<file path="src/verilog/timer8_pkg.sv">
package timer8_pkg;

  // Register offsets on the plain register port
  localparam logic [3:0] OFS_CONTROL_A = 4'h0;
  localparam logic [3:0] OFS_CONTROL_B = 4'h1;
  localparam logic [3:0] OFS_COUNT = 4'h2;
  localparam logic [3:0] OFS_COMPARE_A = 4'h3;
  localparam logic [3:0] OFS_COMPARE_B = 4'h4;
  localparam logic [3:0] OFS_ASYNC_STATE = 4'h5;
  localparam logic [3:0] OFS_FLAGS = 4'h6;
  localparam logic [3:0] OFS_INT_MASK = 4'h7;
  localparam logic [3:0] OFS_PORT_CTRL = 4'h8;

  // Control A fields: [7:6] action A, [5:4] action B, [1:0] mode bits 1..0
  localparam int FLD_ACT_A = 6;
  localparam int FLD_ACT_B = 4;
  localparam int FLD_WGM_LO = 0;
  // Control B fields: [7] force A, [6] force B, [3] mode bit 2, [2:0] tick source
  localparam int FLD_FORCE_A = 7;
  localparam int FLD_FORCE_B = 6;
  localparam int FLD_WGM_HI = 3;
  localparam int FLD_TICK_SEL = 0;
  // Flag / mask layout: [2] match B, [1] match A, [0] overflow
  localparam int FLD_FLAG_B = 2;
  localparam int FLD_FLAG_A = 1;
  localparam int FLD_FLAG_OVF = 0;
  // Async state: [5] crystal select. Port ctrl: [3:2] direction B/A, [1:0] port level B/A
  localparam int FLD_ASYNC_SEL = 5;

  // Counter limits
  localparam logic [7:0] CNT_BOTTOM = 8'h00;
  localparam logic [7:0] CNT_MAX = 8'hff;
  localparam logic [7:0] RESET_BYTE = 8'h00;

  // Waveform modes
  localparam logic [2:0] WGM_NORMAL = 3'h0;
  localparam logic [2:0] WGM_PC_MAX = 3'h1;
  localparam logic [2:0] WGM_CTC = 3'h2;
  localparam logic [2:0] WGM_FAST_MAX = 3'h3;
  localparam logic [2:0] WGM_PC_OCRA = 3'h5;
  localparam logic [2:0] WGM_FAST_OCRA = 3'h7;

  // Output actions
  localparam logic [1:0] ACT_NONE = 2'h0;
  localparam logic [1:0] ACT_TOGGLE = 2'h1;
  localparam logic [1:0] ACT_CLEAR = 2'h2;
  localparam logic [1:0] ACT_SET = 2'h3;

  // Tick sources
  localparam logic [2:0] TICK_STOP = 3'h0;
  localparam logic [2:0] TICK_DIV1 = 3'h1;
  localparam logic [2:0] TICK_DIV8 = 3'h2;
  localparam logic [2:0] TICK_DIV32 = 3'h3;
  localparam logic [2:0] TICK_DIV64 = 3'h4;
  localparam logic [2:0] TICK_DIV128 = 3'h5;
  localparam logic [2:0] TICK_DIV256 = 3'h6;
  localparam int PRESCALE_W = 10;

  // Register port request
  typedef struct packed {
    logic [3:0] addr;
    logic [7:0] wdata;
    logic wr;
    logic rd;
  } reg_req_t;

  // Per-channel waveform output towards the port
  typedef struct packed {
    logic level;
    logic oe_n;
  } pin_drive_t;

endpackage : timer8_pkg

</file>
<file path="src/verilog/timer8_counter_compare_unit.sv">
// Implementation choices: the placing of the registers and the plain strobed port.
`timescale 1ns/1ps
// Operation
// Bottom is count value zero
// Maximum is count value all ones
// Top is maximum or compare A, per mode
// Tick from io clock, crystal when selected
// Each tick clears, increments or decrements
// Tick source zero stops; counter stays accessible
// Counter write beats clear and count
// Three mode bits pick sequence and overflow
// Equality sets match flag next tick
// Flags interrupt; clear by service or one
// Output from match, mode, action, extremes
// PWM modes double-buffer compare, load at limit
// Writes hit buffer in PWM, else active
// Force updates output, no flag, no reload
// Counter write blocks matches next tick
// Software avoids writing compare or bottom values
// Compare output kept across mode changes
// Actions unbuffered; apply from next match
// Nonzero action overrides port; direction stays
// Action zero leaves compare output unchanged
// Normal mode counts up, overflow at wrap
// Clear-on-match mode clears at compare A
module timer8_counter_compare_unit
  import timer8_pkg::*;
#(
  parameter int PRESCALE_BITS = PRESCALE_W
) (
  // Clock and reset
  input wire logic i_mclk,
  input wire logic i_resetn,
  // Crystal clock pin, asynchronous to i_mclk
  input wire logic i_crystal_pin_in,
  // Register port
  input wire logic [3:0] i_addr,
  input wire logic [7:0] i_wdata,
  input wire logic i_wr,
  input wire logic i_rd,
  output logic [7:0] o_rdata,
  // Interrupt service acknowledges: [0] overflow, [1] match A, [2] match B
  input wire logic [2:0] i_irq_ack,
  // Interrupt requests, same order
  output logic [2:0] o_irq,
  // Compare output pins (output enable low while driven)
  output logic o_compare_output_a,
  output logic o_compare_output_a_oe_n,
  output logic o_compare_output_b,
  output logic o_compare_output_b_oe_n
);

  typedef enum logic [2:0] {
    DIR_UP = 3'b001,
    DIR_DOWN = 3'b010,
    DIR_IDLE = 3'b100
  } dir_state_t;

  reg_req_t req;
  assign req = '{addr: i_addr, wdata: i_wdata, wr: i_wr, rd: i_rd};

  // Software-visible registers
  logic [7:0] counter_control_a_reg;
  logic [2:0] counter_control_b_reg; // mode bit 2 and tick source bits 1:0; force bits are strobes
  logic [2:0] tick_field_reg;
  logic async_tick_select_reg;
  logic [2:0] flags_reg;
  logic [2:0] flags_next;
  logic [2:0] mask_reg;
  logic [3:0] port_ctrl_reg;
  logic [7:0] count_value_reg;
  logic [7:0] count_value_next;
  logic [7:0] compare_value_a_reg;
  logic [7:0] compare_value_b_reg;
  logic [7:0] buffer_a_reg;
  logic [7:0] buffer_b_reg;
  logic [1:0] compare_output_reg;
  logic block_reg;
  logic [7:0] rdata_reg;
  dir_state_t dir_reg;
  dir_state_t dir_next;
  logic [PRESCALE_BITS-1:0] prescale_reg;

  // Crystal pin synchroniser and edge detector
  logic xtal_meta_reg;
  logic xtal_sync_reg;
  logic xtal_prev_reg;

  // Field decode
  wire [2:0] waveform_mode_field = {counter_control_b_reg[2],
    counter_control_a_reg[FLD_WGM_LO+1:FLD_WGM_LO]};
  wire [1:0] action_a = counter_control_a_reg[FLD_ACT_A+1:FLD_ACT_A];
  wire [1:0] action_b = counter_control_a_reg[FLD_ACT_B+1:FLD_ACT_B];
  wire [2:0] tick_source_select = tick_field_reg;

  // Register write decode
  wire wr_ctrl_a = req.wr && req.addr == OFS_CONTROL_A;
  wire wr_ctrl_b = req.wr && req.addr == OFS_CONTROL_B;
  wire wr_count = req.wr && req.addr == OFS_COUNT;
  wire wr_cmp_a = req.wr && req.addr == OFS_COMPARE_A;
  wire wr_cmp_b = req.wr && req.addr == OFS_COMPARE_B;
  wire wr_async = req.wr && req.addr == OFS_ASYNC_STATE;
  wire wr_flags = req.wr && req.addr == OFS_FLAGS;
  wire wr_mask = req.wr && req.addr == OFS_INT_MASK;
  wire wr_port = req.wr && req.addr == OFS_PORT_CTRL;

  // Mode classes
  wire is_pwm = waveform_mode_field[0];
  wire is_fast = waveform_mode_field[1] && waveform_mode_field[0];
  wire is_phase = waveform_mode_field[0] && !waveform_mode_field[1];
  wire is_ctc = waveform_mode_field == WGM_CTC;
  wire top_is_a = waveform_mode_field[2] || is_ctc;
  wire [7:0] top_value = top_is_a ? compare_value_a_reg : CNT_MAX;
  wire at_bottom = count_value_reg == CNT_BOTTOM;
  wire at_max = count_value_reg == CNT_MAX;
  wire at_top = count_value_reg == top_value;

  // Prescaler taps; the full tick source field lives in bits 2:0
  wire [2:0] tick_sel = tick_source_select;
  wire [PRESCALE_BITS-1:0] pre_next = prescale_reg + 1'b1;
  wire [PRESCALE_BITS-1:0] rise = pre_next & ~prescale_reg;
  wire xtal_rise = xtal_sync_reg && !xtal_prev_reg;
  wire base_tick = async_tick_select_reg ? xtal_rise : 1'b1;
  logic tap;
  always_comb begin
    case (tick_sel)
      TICK_DIV1: tap = 1'b1;
      TICK_DIV8: tap = rise[2];
      TICK_DIV32: tap = rise[4];
      TICK_DIV64: tap = rise[5];
      TICK_DIV128: tap = rise[6];
      TICK_DIV256: tap = rise[7];
      3'h7: tap = rise[PRESCALE_BITS-1];
      default: tap = 1'b0;
    endcase
  end
  // Prescaler advances on crystal edges in asynchronous mode
  wire timer_tick = base_tick && tap && !async_tick_select_reg ||
    async_tick_select_reg && xtal_rise && (tick_sel == TICK_DIV1 ||
    (tick_sel != TICK_STOP && tap));

  // Compare match, blocked for one tick after a counter write
  wire match_a = count_value_reg == compare_value_a_reg && !block_reg;
  wire match_b = count_value_reg == compare_value_b_reg && !block_reg;
  wire force_a = wr_ctrl_b && req.wdata[FLD_FORCE_A] && !is_pwm;
  wire force_b = wr_ctrl_b && req.wdata[FLD_FORCE_B] && !is_pwm;
  wire [1:0] match_v = {match_b, match_a};
  wire [1:0] force_v = {force_b, force_a};
  wire [3:0] actions = {action_b, action_a};

  // Counter direction and next value
  always_comb begin
    dir_next = dir_reg;
    count_value_next = count_value_reg;
    if (timer_tick) begin
      if (is_phase) begin
        if (dir_reg != DIR_DOWN && at_top) begin
          dir_next = DIR_DOWN;
          count_value_next = count_value_reg - 8'h01;
        end else if (dir_reg == DIR_DOWN && at_bottom) begin
          dir_next = DIR_UP;
          count_value_next = count_value_reg + 8'h01;
        end else if (dir_reg == DIR_DOWN) begin
          count_value_next = count_value_reg - 8'h01;
        end else begin
          count_value_next = count_value_reg + 8'h01;
        end
      end else begin
        dir_next = DIR_UP;
        if ((is_ctc || is_fast) && at_top) begin
          count_value_next = CNT_BOTTOM;
        end else begin
          count_value_next = count_value_reg + 8'h01;
        end
      end
    end
    if (wr_count) begin
      count_value_next = req.wdata;
    end
  end

  // Overflow: normal/clear-on-match at wrap, fast at top, phase at bottom
  wire ovf_event = timer_tick && !wr_count && (is_phase ? (dir_reg == DIR_DOWN && at_bottom) :
    is_fast ? at_top : at_max);
  // Double-buffer load point: fast at top, phase at top while counting up
  wire load_buf = timer_tick && (is_fast ? at_top : (is_phase && at_top && dir_reg != DIR_DOWN));

  // Flags: set wins over clear by write-one or service
  wire [2:0] flag_set = {match_b && timer_tick, match_a && timer_tick, ovf_event};
  wire [2:0] flag_clr = (wr_flags ? req.wdata[2:0] : 3'h0) | i_irq_ack;
  assign flags_next = flag_set | (flags_reg & ~flag_clr);

  // Waveform generator per channel
  logic [1:0] oc_next;
  logic [1:0] pin_level;
  genvar ch;
  generate
    for (ch = 0; ch < 2; ch++) begin : g_chan
      wire [1:0] act = actions[2*ch+1:2*ch];
      wire hit = match_v[ch] && timer_tick;
      always_comb begin
        oc_next[ch] = compare_output_reg[ch];
        if (!is_pwm && (hit || force_v[ch])) begin
          case (act)
            ACT_TOGGLE: oc_next[ch] = !compare_output_reg[ch];
            ACT_CLEAR: oc_next[ch] = 1'b0;
            ACT_SET: oc_next[ch] = 1'b1;
            default: oc_next[ch] = compare_output_reg[ch];
          endcase
        end else if (is_pwm && act[1]) begin
          if (is_fast && timer_tick && at_top && !(ch == 0 && compare_value_a_reg ==
              CNT_MAX && !top_is_a)) begin
            oc_next[ch] = !act[0]; // set at bottom, non-inverting
          end else if (hit) begin
            oc_next[ch] = is_phase ? (dir_reg == DIR_DOWN) ^ act[0] : act[0];
          end
        end else if (is_pwm && act == ACT_TOGGLE && ch == 0 && waveform_mode_field[2] && hit) begin
          oc_next[ch] = !compare_output_reg[ch];
        end
      end
      // Port override keeps pin direction under the port bit
      assign pin_level[ch] = act != ACT_NONE ? compare_output_reg[ch] : port_ctrl_reg[ch];
    end
  endgenerate

  // Read mux; compare reads return the buffer in PWM modes, the active value otherwise
  logic [7:0] rd_mux;
  always_comb begin
    case (req.addr)
      OFS_CONTROL_A: rd_mux = counter_control_a_reg;
      OFS_CONTROL_B: rd_mux = {4'h0, counter_control_b_reg[2], tick_field_reg};
      OFS_COUNT: rd_mux = count_value_reg;
      OFS_COMPARE_A: rd_mux = is_pwm ? buffer_a_reg : compare_value_a_reg;
      OFS_COMPARE_B: rd_mux = is_pwm ? buffer_b_reg : compare_value_b_reg;
      OFS_ASYNC_STATE: rd_mux = {2'h0, async_tick_select_reg, 5'h00};
      OFS_FLAGS: rd_mux = {5'h00, flags_reg};
      OFS_INT_MASK: rd_mux = {5'h00, mask_reg};
      OFS_PORT_CTRL: rd_mux = {4'h0, port_ctrl_reg};
      default: rd_mux = 8'h00;
    endcase
  end

  // Crystal synchroniser; edges come from the second and third stages
  always_ff @(posedge i_mclk) begin
    if (!i_resetn) begin
      xtal_meta_reg <= 1'b0;
      xtal_sync_reg <= 1'b0;
      xtal_prev_reg <= 1'b0;
    end else begin
      xtal_meta_reg <= i_crystal_pin_in;
      xtal_sync_reg <= xtal_meta_reg;
      xtal_prev_reg <= xtal_sync_reg;
    end
  end

  // Prescaler runs on io clock or crystal edges
  always_ff @(posedge i_mclk) begin
    if (!i_resetn) begin
      prescale_reg <= '0;
    end else if (base_tick) begin
      prescale_reg <= pre_next;
    end
  end

  // Control registers
  always_ff @(posedge i_mclk) begin
    if (!i_resetn) begin
      counter_control_a_reg <= RESET_BYTE;
      counter_control_b_reg <= 3'h0;
      tick_field_reg <= TICK_STOP;
      async_tick_select_reg <= 1'b0;
      mask_reg <= 3'h0;
      port_ctrl_reg <= 4'h0;
    end else begin
      if (wr_ctrl_a) counter_control_a_reg <= req.wdata;
      if (wr_ctrl_b) begin
        counter_control_b_reg <= {req.wdata[FLD_WGM_HI], req.wdata[1:0]};
        tick_field_reg <= req.wdata[FLD_TICK_SEL+2:FLD_TICK_SEL];
      end
      if (wr_async) async_tick_select_reg <= req.wdata[FLD_ASYNC_SEL];
      if (wr_mask) mask_reg <= req.wdata[2:0];
      if (wr_port) port_ctrl_reg <= req.wdata[3:0];
    end
  end

  // Counter, compare registers and buffers
  always_ff @(posedge i_mclk) begin
    if (!i_resetn) begin
      count_value_reg <= RESET_BYTE;
      dir_reg <= DIR_IDLE;
      compare_value_a_reg <= RESET_BYTE;
      compare_value_b_reg <= RESET_BYTE;
      buffer_a_reg <= RESET_BYTE;
      buffer_b_reg <= RESET_BYTE;
      block_reg <= 1'b0;
    end else begin
      count_value_reg <= count_value_next;
      dir_reg <= dir_next;
      // Block lasts until the next tick has passed
      if (wr_count) block_reg <= 1'b1;
      else if (timer_tick) block_reg <= 1'b0;
      if (wr_cmp_a) buffer_a_reg <= req.wdata;
      if (wr_cmp_b) buffer_b_reg <= req.wdata;
      if (!is_pwm && wr_cmp_a) compare_value_a_reg <= req.wdata;
      else if (is_pwm && load_buf) compare_value_a_reg <= buffer_a_reg;
      if (!is_pwm && wr_cmp_b) compare_value_b_reg <= req.wdata;
      else if (is_pwm && load_buf) compare_value_b_reg <= buffer_b_reg;
    end
  end

  // Flags, compare outputs and read data
  always_ff @(posedge i_mclk) begin
    if (!i_resetn) begin
      flags_reg <= 3'h0;
      compare_output_reg <= 2'h0;
      rdata_reg <= 8'h00;
    end else begin
      flags_reg <= flags_next;
      compare_output_reg <= oc_next;
      rdata_reg <= req.rd ? rd_mux : 8'h00;
    end
  end

  assign o_rdata = rdata_reg;
  assign o_irq = flags_reg & mask_reg;
  assign o_compare_output_a = pin_level[0];
  assign o_compare_output_b = pin_level[1];
  assign o_compare_output_a_oe_n = !port_ctrl_reg[2];
  assign o_compare_output_b_oe_n = !port_ctrl_reg[3];

  wire unused_ok = &{1'b0, counter_control_b_reg[1:0]};

endmodule : timer8_counter_compare_unit

</file>
<file path="config.mk">
export PLATFORM = sky130hd
export DESIGN_NAME = timer8_counter_compare_unit
export DESIGN_NICKNAME = d
export VERILOG_FILES = /design/src/verilog/timer8_pkg.sv /design/src/verilog/timer8_counter_compare_unit.sv
export SDC_FILE = /design/constraint.sdc
export NUM_CORES = 1
export LEC_CHECK = 0
export ABC_CLOCK_PERIOD_IN_PS = 3120
export CAP_MARGIN = 20
export CORE_MARGIN = 8
export CORE_UTILIZATION = 45
export CTS_CLUSTER_SIZE = 20
export DETAILED_ROUTE_END_ITERATION = 8
export DONT_BUFFER_PORTS = 1
export GPL_TIMING_DRIVEN = 1
export PLACE_DENSITY = 0.74
export SLEW_MARGIN = 40
export SYNTH_ARGS = -nofsm -noshare
export SYNTH_HDL_FRONTEND = slang
export SYNTH_SLANG_ARGS = --single-unit
export TNS_END_PERCENT = 10
</file>
<file path="constraint.sdc">
create_clock -name i_mclk -period 3.12 [get_ports i_mclk]
set_input_delay 0.156 -clock i_mclk [delete_from_list [all_inputs] [get_ports i_mclk]]
set_output_delay 0.156 -clock i_mclk [all_outputs]
set_load 0.02 [all_outputs]
</file>
# Word level (Yosys, flattened, before mapping)
# Cells that the tools add are included.
[word_totals]
in_bits = 20
wordCells = 189
regBits = 92
output_inout_bits = 15
[op_classes]
reduce_logical = 82
mux = 41
n_bitwise = 9
add_sub_neg = 3
n_eq_ne = 33
[ops]
columns = ["op", "count"]
rows = [
  ["$mux W8", 14],
  ["$pmux W8 S9", 1],
  ["$logic_and A1 B1 Y1", 47],
  ["$eq A8 B8 Y1", 3],
  ["$mux W1", 19],
  ["$eq A4 B3 Y1 const B", 4],
  ["$eq A8 B8 Y1 const B", 2],
  ["$logic_not A1 Y1", 14],
  ["$eq A3 B2 Y1 const B", 4],
  ["$eq A3 B3 Y1 const B", 4],
  ["$mux W3", 4],
  ["$reduce_bool A2 Y1", 6],
  ["$add A10 B1 Y10 const B", 1],
  ["$and A10 B10 Y10", 1],
  ["$not A10 Y10", 1],
  ["$reduce_bool A3 Y1", 3],
  ["$add A8 B1 Y8 const B", 1],
  ["$eq A2 B2 Y1 const B", 4],
  ["$eq A4 B2 Y1 const B", 2],
  ["$logic_not A8 Y1", 1],
  ["$ne A4 B1 Y1 const B", 2],
  ["$sub A8 B1 Y8 const B", 1],
  ["$pmux W1 S7", 1],
  ["$and A3 B3 Y3", 2],
  ["15 further kinds", 26],
]

# Logic depth before layout (Yosys ltp)
[depth]
depth_word = 13
ltp_mapped = 12

# Least setup slack after synthesis
# Ideal clock, no wire load.
[synth_path]
path_type = "reg-to-reg"
start = "register prescale_reg[0]"
end = "register compare_output_reg[0]"
t_required_ns = 3.005
path_slack_ns = 0.201
path_stages_with_launch = 12
setup_time_ns = 0.115
arrival_time_ns = 2.804
path_buffers = 0
cell_sequence = "dfxtp_1 > ha_1 > and3_1 > and3_1 > ha_1 > mux2i_1 > a32oi_1 > nand3_1 > nor4_1 > nand3_1 > and3_1 > o21a_1"
[synth_between]
elab_chain_cells = 13
[synth_lines]
columns = ["item", "line", "text"]
rows = [
  ["start: declaration", "timer8_counter_compare_unit.sv:82", "logic [PRESCALE_BITS-1:0] prescale_reg;"],
  ["start signal: assignment", "timer8_counter_compare_unit.sv:261", "prescale_reg <= pre_next;"],
  ["$add A10 B1 Y10 *", "timer8_counter_compare_unit.sv:120", "wire [PRESCALE_BITS-1:0] pre_next = prescale_reg + 1'b1;"],
  ["$and A10 B10 Y10 *", "timer8_counter_compare_unit.sv:121", "wire [PRESCALE_BITS-1:0] rise = pre_next & ~prescale_reg;"],
  ["$pmux W1 S7 *", "timer8_counter_compare_unit.sv:126", "case (tick_sel)"],
  ["$logic_and A1 B1 Y1", "timer8_counter_compare_unit.sv:140", "(tick_sel != TICK_STOP && tap));"],
  ["$logic_or A1 B1 Y1", "timer8_counter_compare_unit.sv:139", "async_tick_select_reg && xtal_rise && (tick_sel == TICK_DIV1 ||"],
  ["$logic_and A1 B1 Y1", "timer8_counter_compare_unit.sv:139", ""],
  ["$logic_or A1 B1 Y1 *", "timer8_counter_compare_unit.sv:138", "wire timer_tick = base_tick && tap && !async_tick_select_reg ||"],
  ["$logic_and A1 B1 Y1 (3 in a row)", "timer8_counter_compare_unit.sv:211", "if (is_fast && timer_tick && at_top && !(ch == 0 && compare_value_a_reg =="],
  ["$mux W1", "timer8_counter_compare_unit.sv:211", ""],
  ["$mux W1", "timer8_counter_compare_unit.sv:210", "end else if (is_pwm && act[1]) begin"],
  ["$mux W1", "timer8_counter_compare_unit.sv:203", "if (!is_pwm && (hit || force_v[ch])) begin"],
  ["end signal: assignment", "timer8_counter_compare_unit.sv:319", "compare_output_reg <= oc_next;"],
  ["end: declaration", "timer8_counter_compare_unit.sv:77", "logic [1:0] compare_output_reg;"],
]
# Mark *: on every way between the ends. The rest lies on a longest branch, timed or not.
# A chain may end at the register's enable or synchronous reset.

# Worst setup path after layout
# Same ends and word-level chain as after synthesis.

==> run metrics <==
Pwr Density 433.9 nW/um^2; Synth Instances 669; DP Wirelength 11,560 um; PostCTS Resize Cnt 0; Final ANT Viol Nets 0; worst hold start i_wdata[1]; row count 39; die area around 15,000 um^2; unrepaired setup endpoints after global routing false; synth top area cells dfxtp_1, mux2i_1, a21oi_1, nand2_1, nor2_1; Worst Hold Depth 2; I/O pin total 35; Worst R2R Setup Slack between 200 and 250 ps; clk_lat worst skew 350 ps; max-cap viol count 0; Slew Viols, Final 0; clock skew 9.766 ps; post-DR wirelength/cell 20.65 um; Seq/Total Area, Yosys 34.29%; nets about 700; Vias 5,231; Num CTS Buffers 9; Yosys top cell area share about a third; Initial Util 46.01%; Power, Total 2.558 mW; status finished clean; Critical Path Most Common Cell and3_1; Critical Path, Cell by Cell ha_1, and3_1, and3_1, ha_1, mux2i_1, a32oi_1, nand3_1, buf_4, nor4_1, buf_4, nand3_1, and3_1, o21a_1; CP max-delay cell dfxtp_1; Mapped Nets 700; IO buf count 0; slew margin rel. around half; Max Freq 343.7 MHz; largest fanout on the critical path 12; Final Routed Wirelength 16,930 um; area delta synth->final 12.19%; Synth area leader dfxtp_1; max FFs per register 10; DRC violations left 0; Startpoint Class flip-flop; Core ar. 11,420 um^2; largest net degree at the start of global routing 42; Main synth FF type dfxtp_1; share of layout cells above drive strength 1 ~10%; Reg-to-Reg Start prescale_reg[0]$_SDFFE_PN0N_; Max Buffers Root-to-Sink 2; Die Y 124.1 um; post-route setup TNS 0 ps; CTS root buf clkbuf_16; clk slew on worst S/H paths 70 ps; Final setup viols 0; post-route minimum period around 2900 ps; Die X 124.1 um; diode count 0; CTS tree built; initial antenna violation count 0; global-route wire length before repair 26,680 um; peak supply drop 0.4106 mV; CP peak stage delay 400 ps; critical path endpoint category flip-flop; final hold vios 0; Crit Path Class flip-flop to flip-flop; fin crit share between 90 and 100%; P_leak 2.136 nW; most frequent cells after synthesis dfxtp_1, nand2_1, a21oi_1; CP Data Required Time 3360 ps; Avg Inst Size Synth 7.853 um^2; H-tree lvl count 3; hold path endpoint compare_value_b_reg[1]$_SDFFE_PN0P_; drt initial violations 530; R2R depth 13; synth unique cells 56; vias in the first global route 4,914; number of synthesized register bits 90; DRT Pass-1 Iters 5; FFs w/ async S/R, synth 0%; number of clock sinks 90; Arr. time, crit path 3150 ps; Hold Crit Class input pin to flip-flop; Ys Warns 0; most common cell in the netlist dfxtp_1; delay-heaviest family, CP simple AND/OR/NAND/NOR gates; gp weighted congestion 0.9922; GRT overflow 0; GRT Overall Usage a little under a quarter; Post-synth EDFFs 0; vias per cell 6.379; final hold slack 11.41 ps; CP bufs+invs 2; Slew @ Worst Pin 731.4 ps; r2r endpoint compare_output_reg[0]$_SDFFE_PN0P_; Synth Cell Area 5254 um^2
power by group:
group          leakage [nW]  switching (mW)  internal [mW]
registers             0.728          0.0227           1.17
logic                  1.26           0.175          0.113
clock network         0.144           0.479          0.594
total                  2.14           0.677           1.88
cell usage in the layout (no fill, tap or decap), types with 5 or more instances in the layout:
master and n:
a211oi_1 10, dlygate4sd3_1 14, buf_4 23, nor4_1 8, nand3_1 39, a221oi_1 10, nor2_1 57, mux2i_1 37
dfxtp_1 90, or3_1 6, ha_1 11, nand2b_1 13, a22oi_1 5, inv_1 22, nor2b_1 11, mux2_2 10
nor3_1 11, nand2_1 62, nand4_1 10, clkbuf_16 9, and3_1 10, a31oi_1 10, xor2_1 13, nor3b_1 6
or2_2 6, o21ai_0 34, and2_1 9, or4_1 6, a21oi_1 60
layer usage:
metal	part of all wire (%)	GRT usage [%]
met3	10	6.528
met2	45	34.90
met4	4.0	11.82
met1	41	28.19
met5	0	0
stage by stage:
step / cell area [um^2] / utilization, % / setup WS, ps / cells
global placement: 5444 / 47.68 / 304.4 / 788
detailed placement: 5444 / 47.68 / 241.4 / 788
CTS: 5892 / 51.60 / 228.9 / 819
global route: 5894 / 51.62 / 48.05 / 820
finish: 5894 / 51.62 / 210.8 / 820
floorplan: 5254 / - / 201.0 / 669
repair_timing:
item / in CTS / in global routing
setup buffers: 0 / 0
endpoints found under the setup margin: 0 / 0
hold buffers: 15 / 1
hold endpoints to repair: 66 / 1
worst max path at each step:
stage	start	to	slack, ps	cells after the start
after floorplan	prescale_reg[0]$_SDFFE_PN0N_	compare_output_reg[0]$_SDFFE_PN0P_	200	11
after global placement	compare_value_a_reg[3]$_SDFFE_PN0P_	compare_output_reg[0]$_SDFFE_PN0P_	300	7
after detailed placement	prescale_reg[0]$_SDFFE_PN0N_	compare_output_reg[0]$_SDFFE_PN0P_	240	11
after CTS	prescale_reg[0]$_SDFFE_PN0N_	compare_output_reg[0]$_SDFFE_PN0P_	230	11
after global routing	prescale_reg[0]$_SDFFE_PN0N_	compare_output_reg[0]$_SDFFE_PN0P_	50	13
final	prescale_reg[0]$_SDFFE_PN0N_	compare_output_reg[0]$_SDFFE_PN0P_	210	13
layout make-up:
class,count,area (um^2)
timing repair buffer,40,342.8
tap,143,178.9
fill,1084,5524
clock buffer,11,252.7
sequential,90,1802
multi-input combinational,508,3187
inverter,23,86.33
clock inverter,5,45.04
kinds of logic after synthesis:
family                   count (synthesis)  synth area share [%]
AO/OA/AOI/OAI                          164                 19.48
buffers and inverters                   71                 5.287
multiplexers                            47                 9.193
adder cells (fa/ha/maj)                 11                 2.620
AND/OR/NAND/NOR                        269                 26.29
flip-flops                              90                 34.29
XOR/XNOR                                17                 2.834
Note: power is estimated with default switching activity, not from simulation.
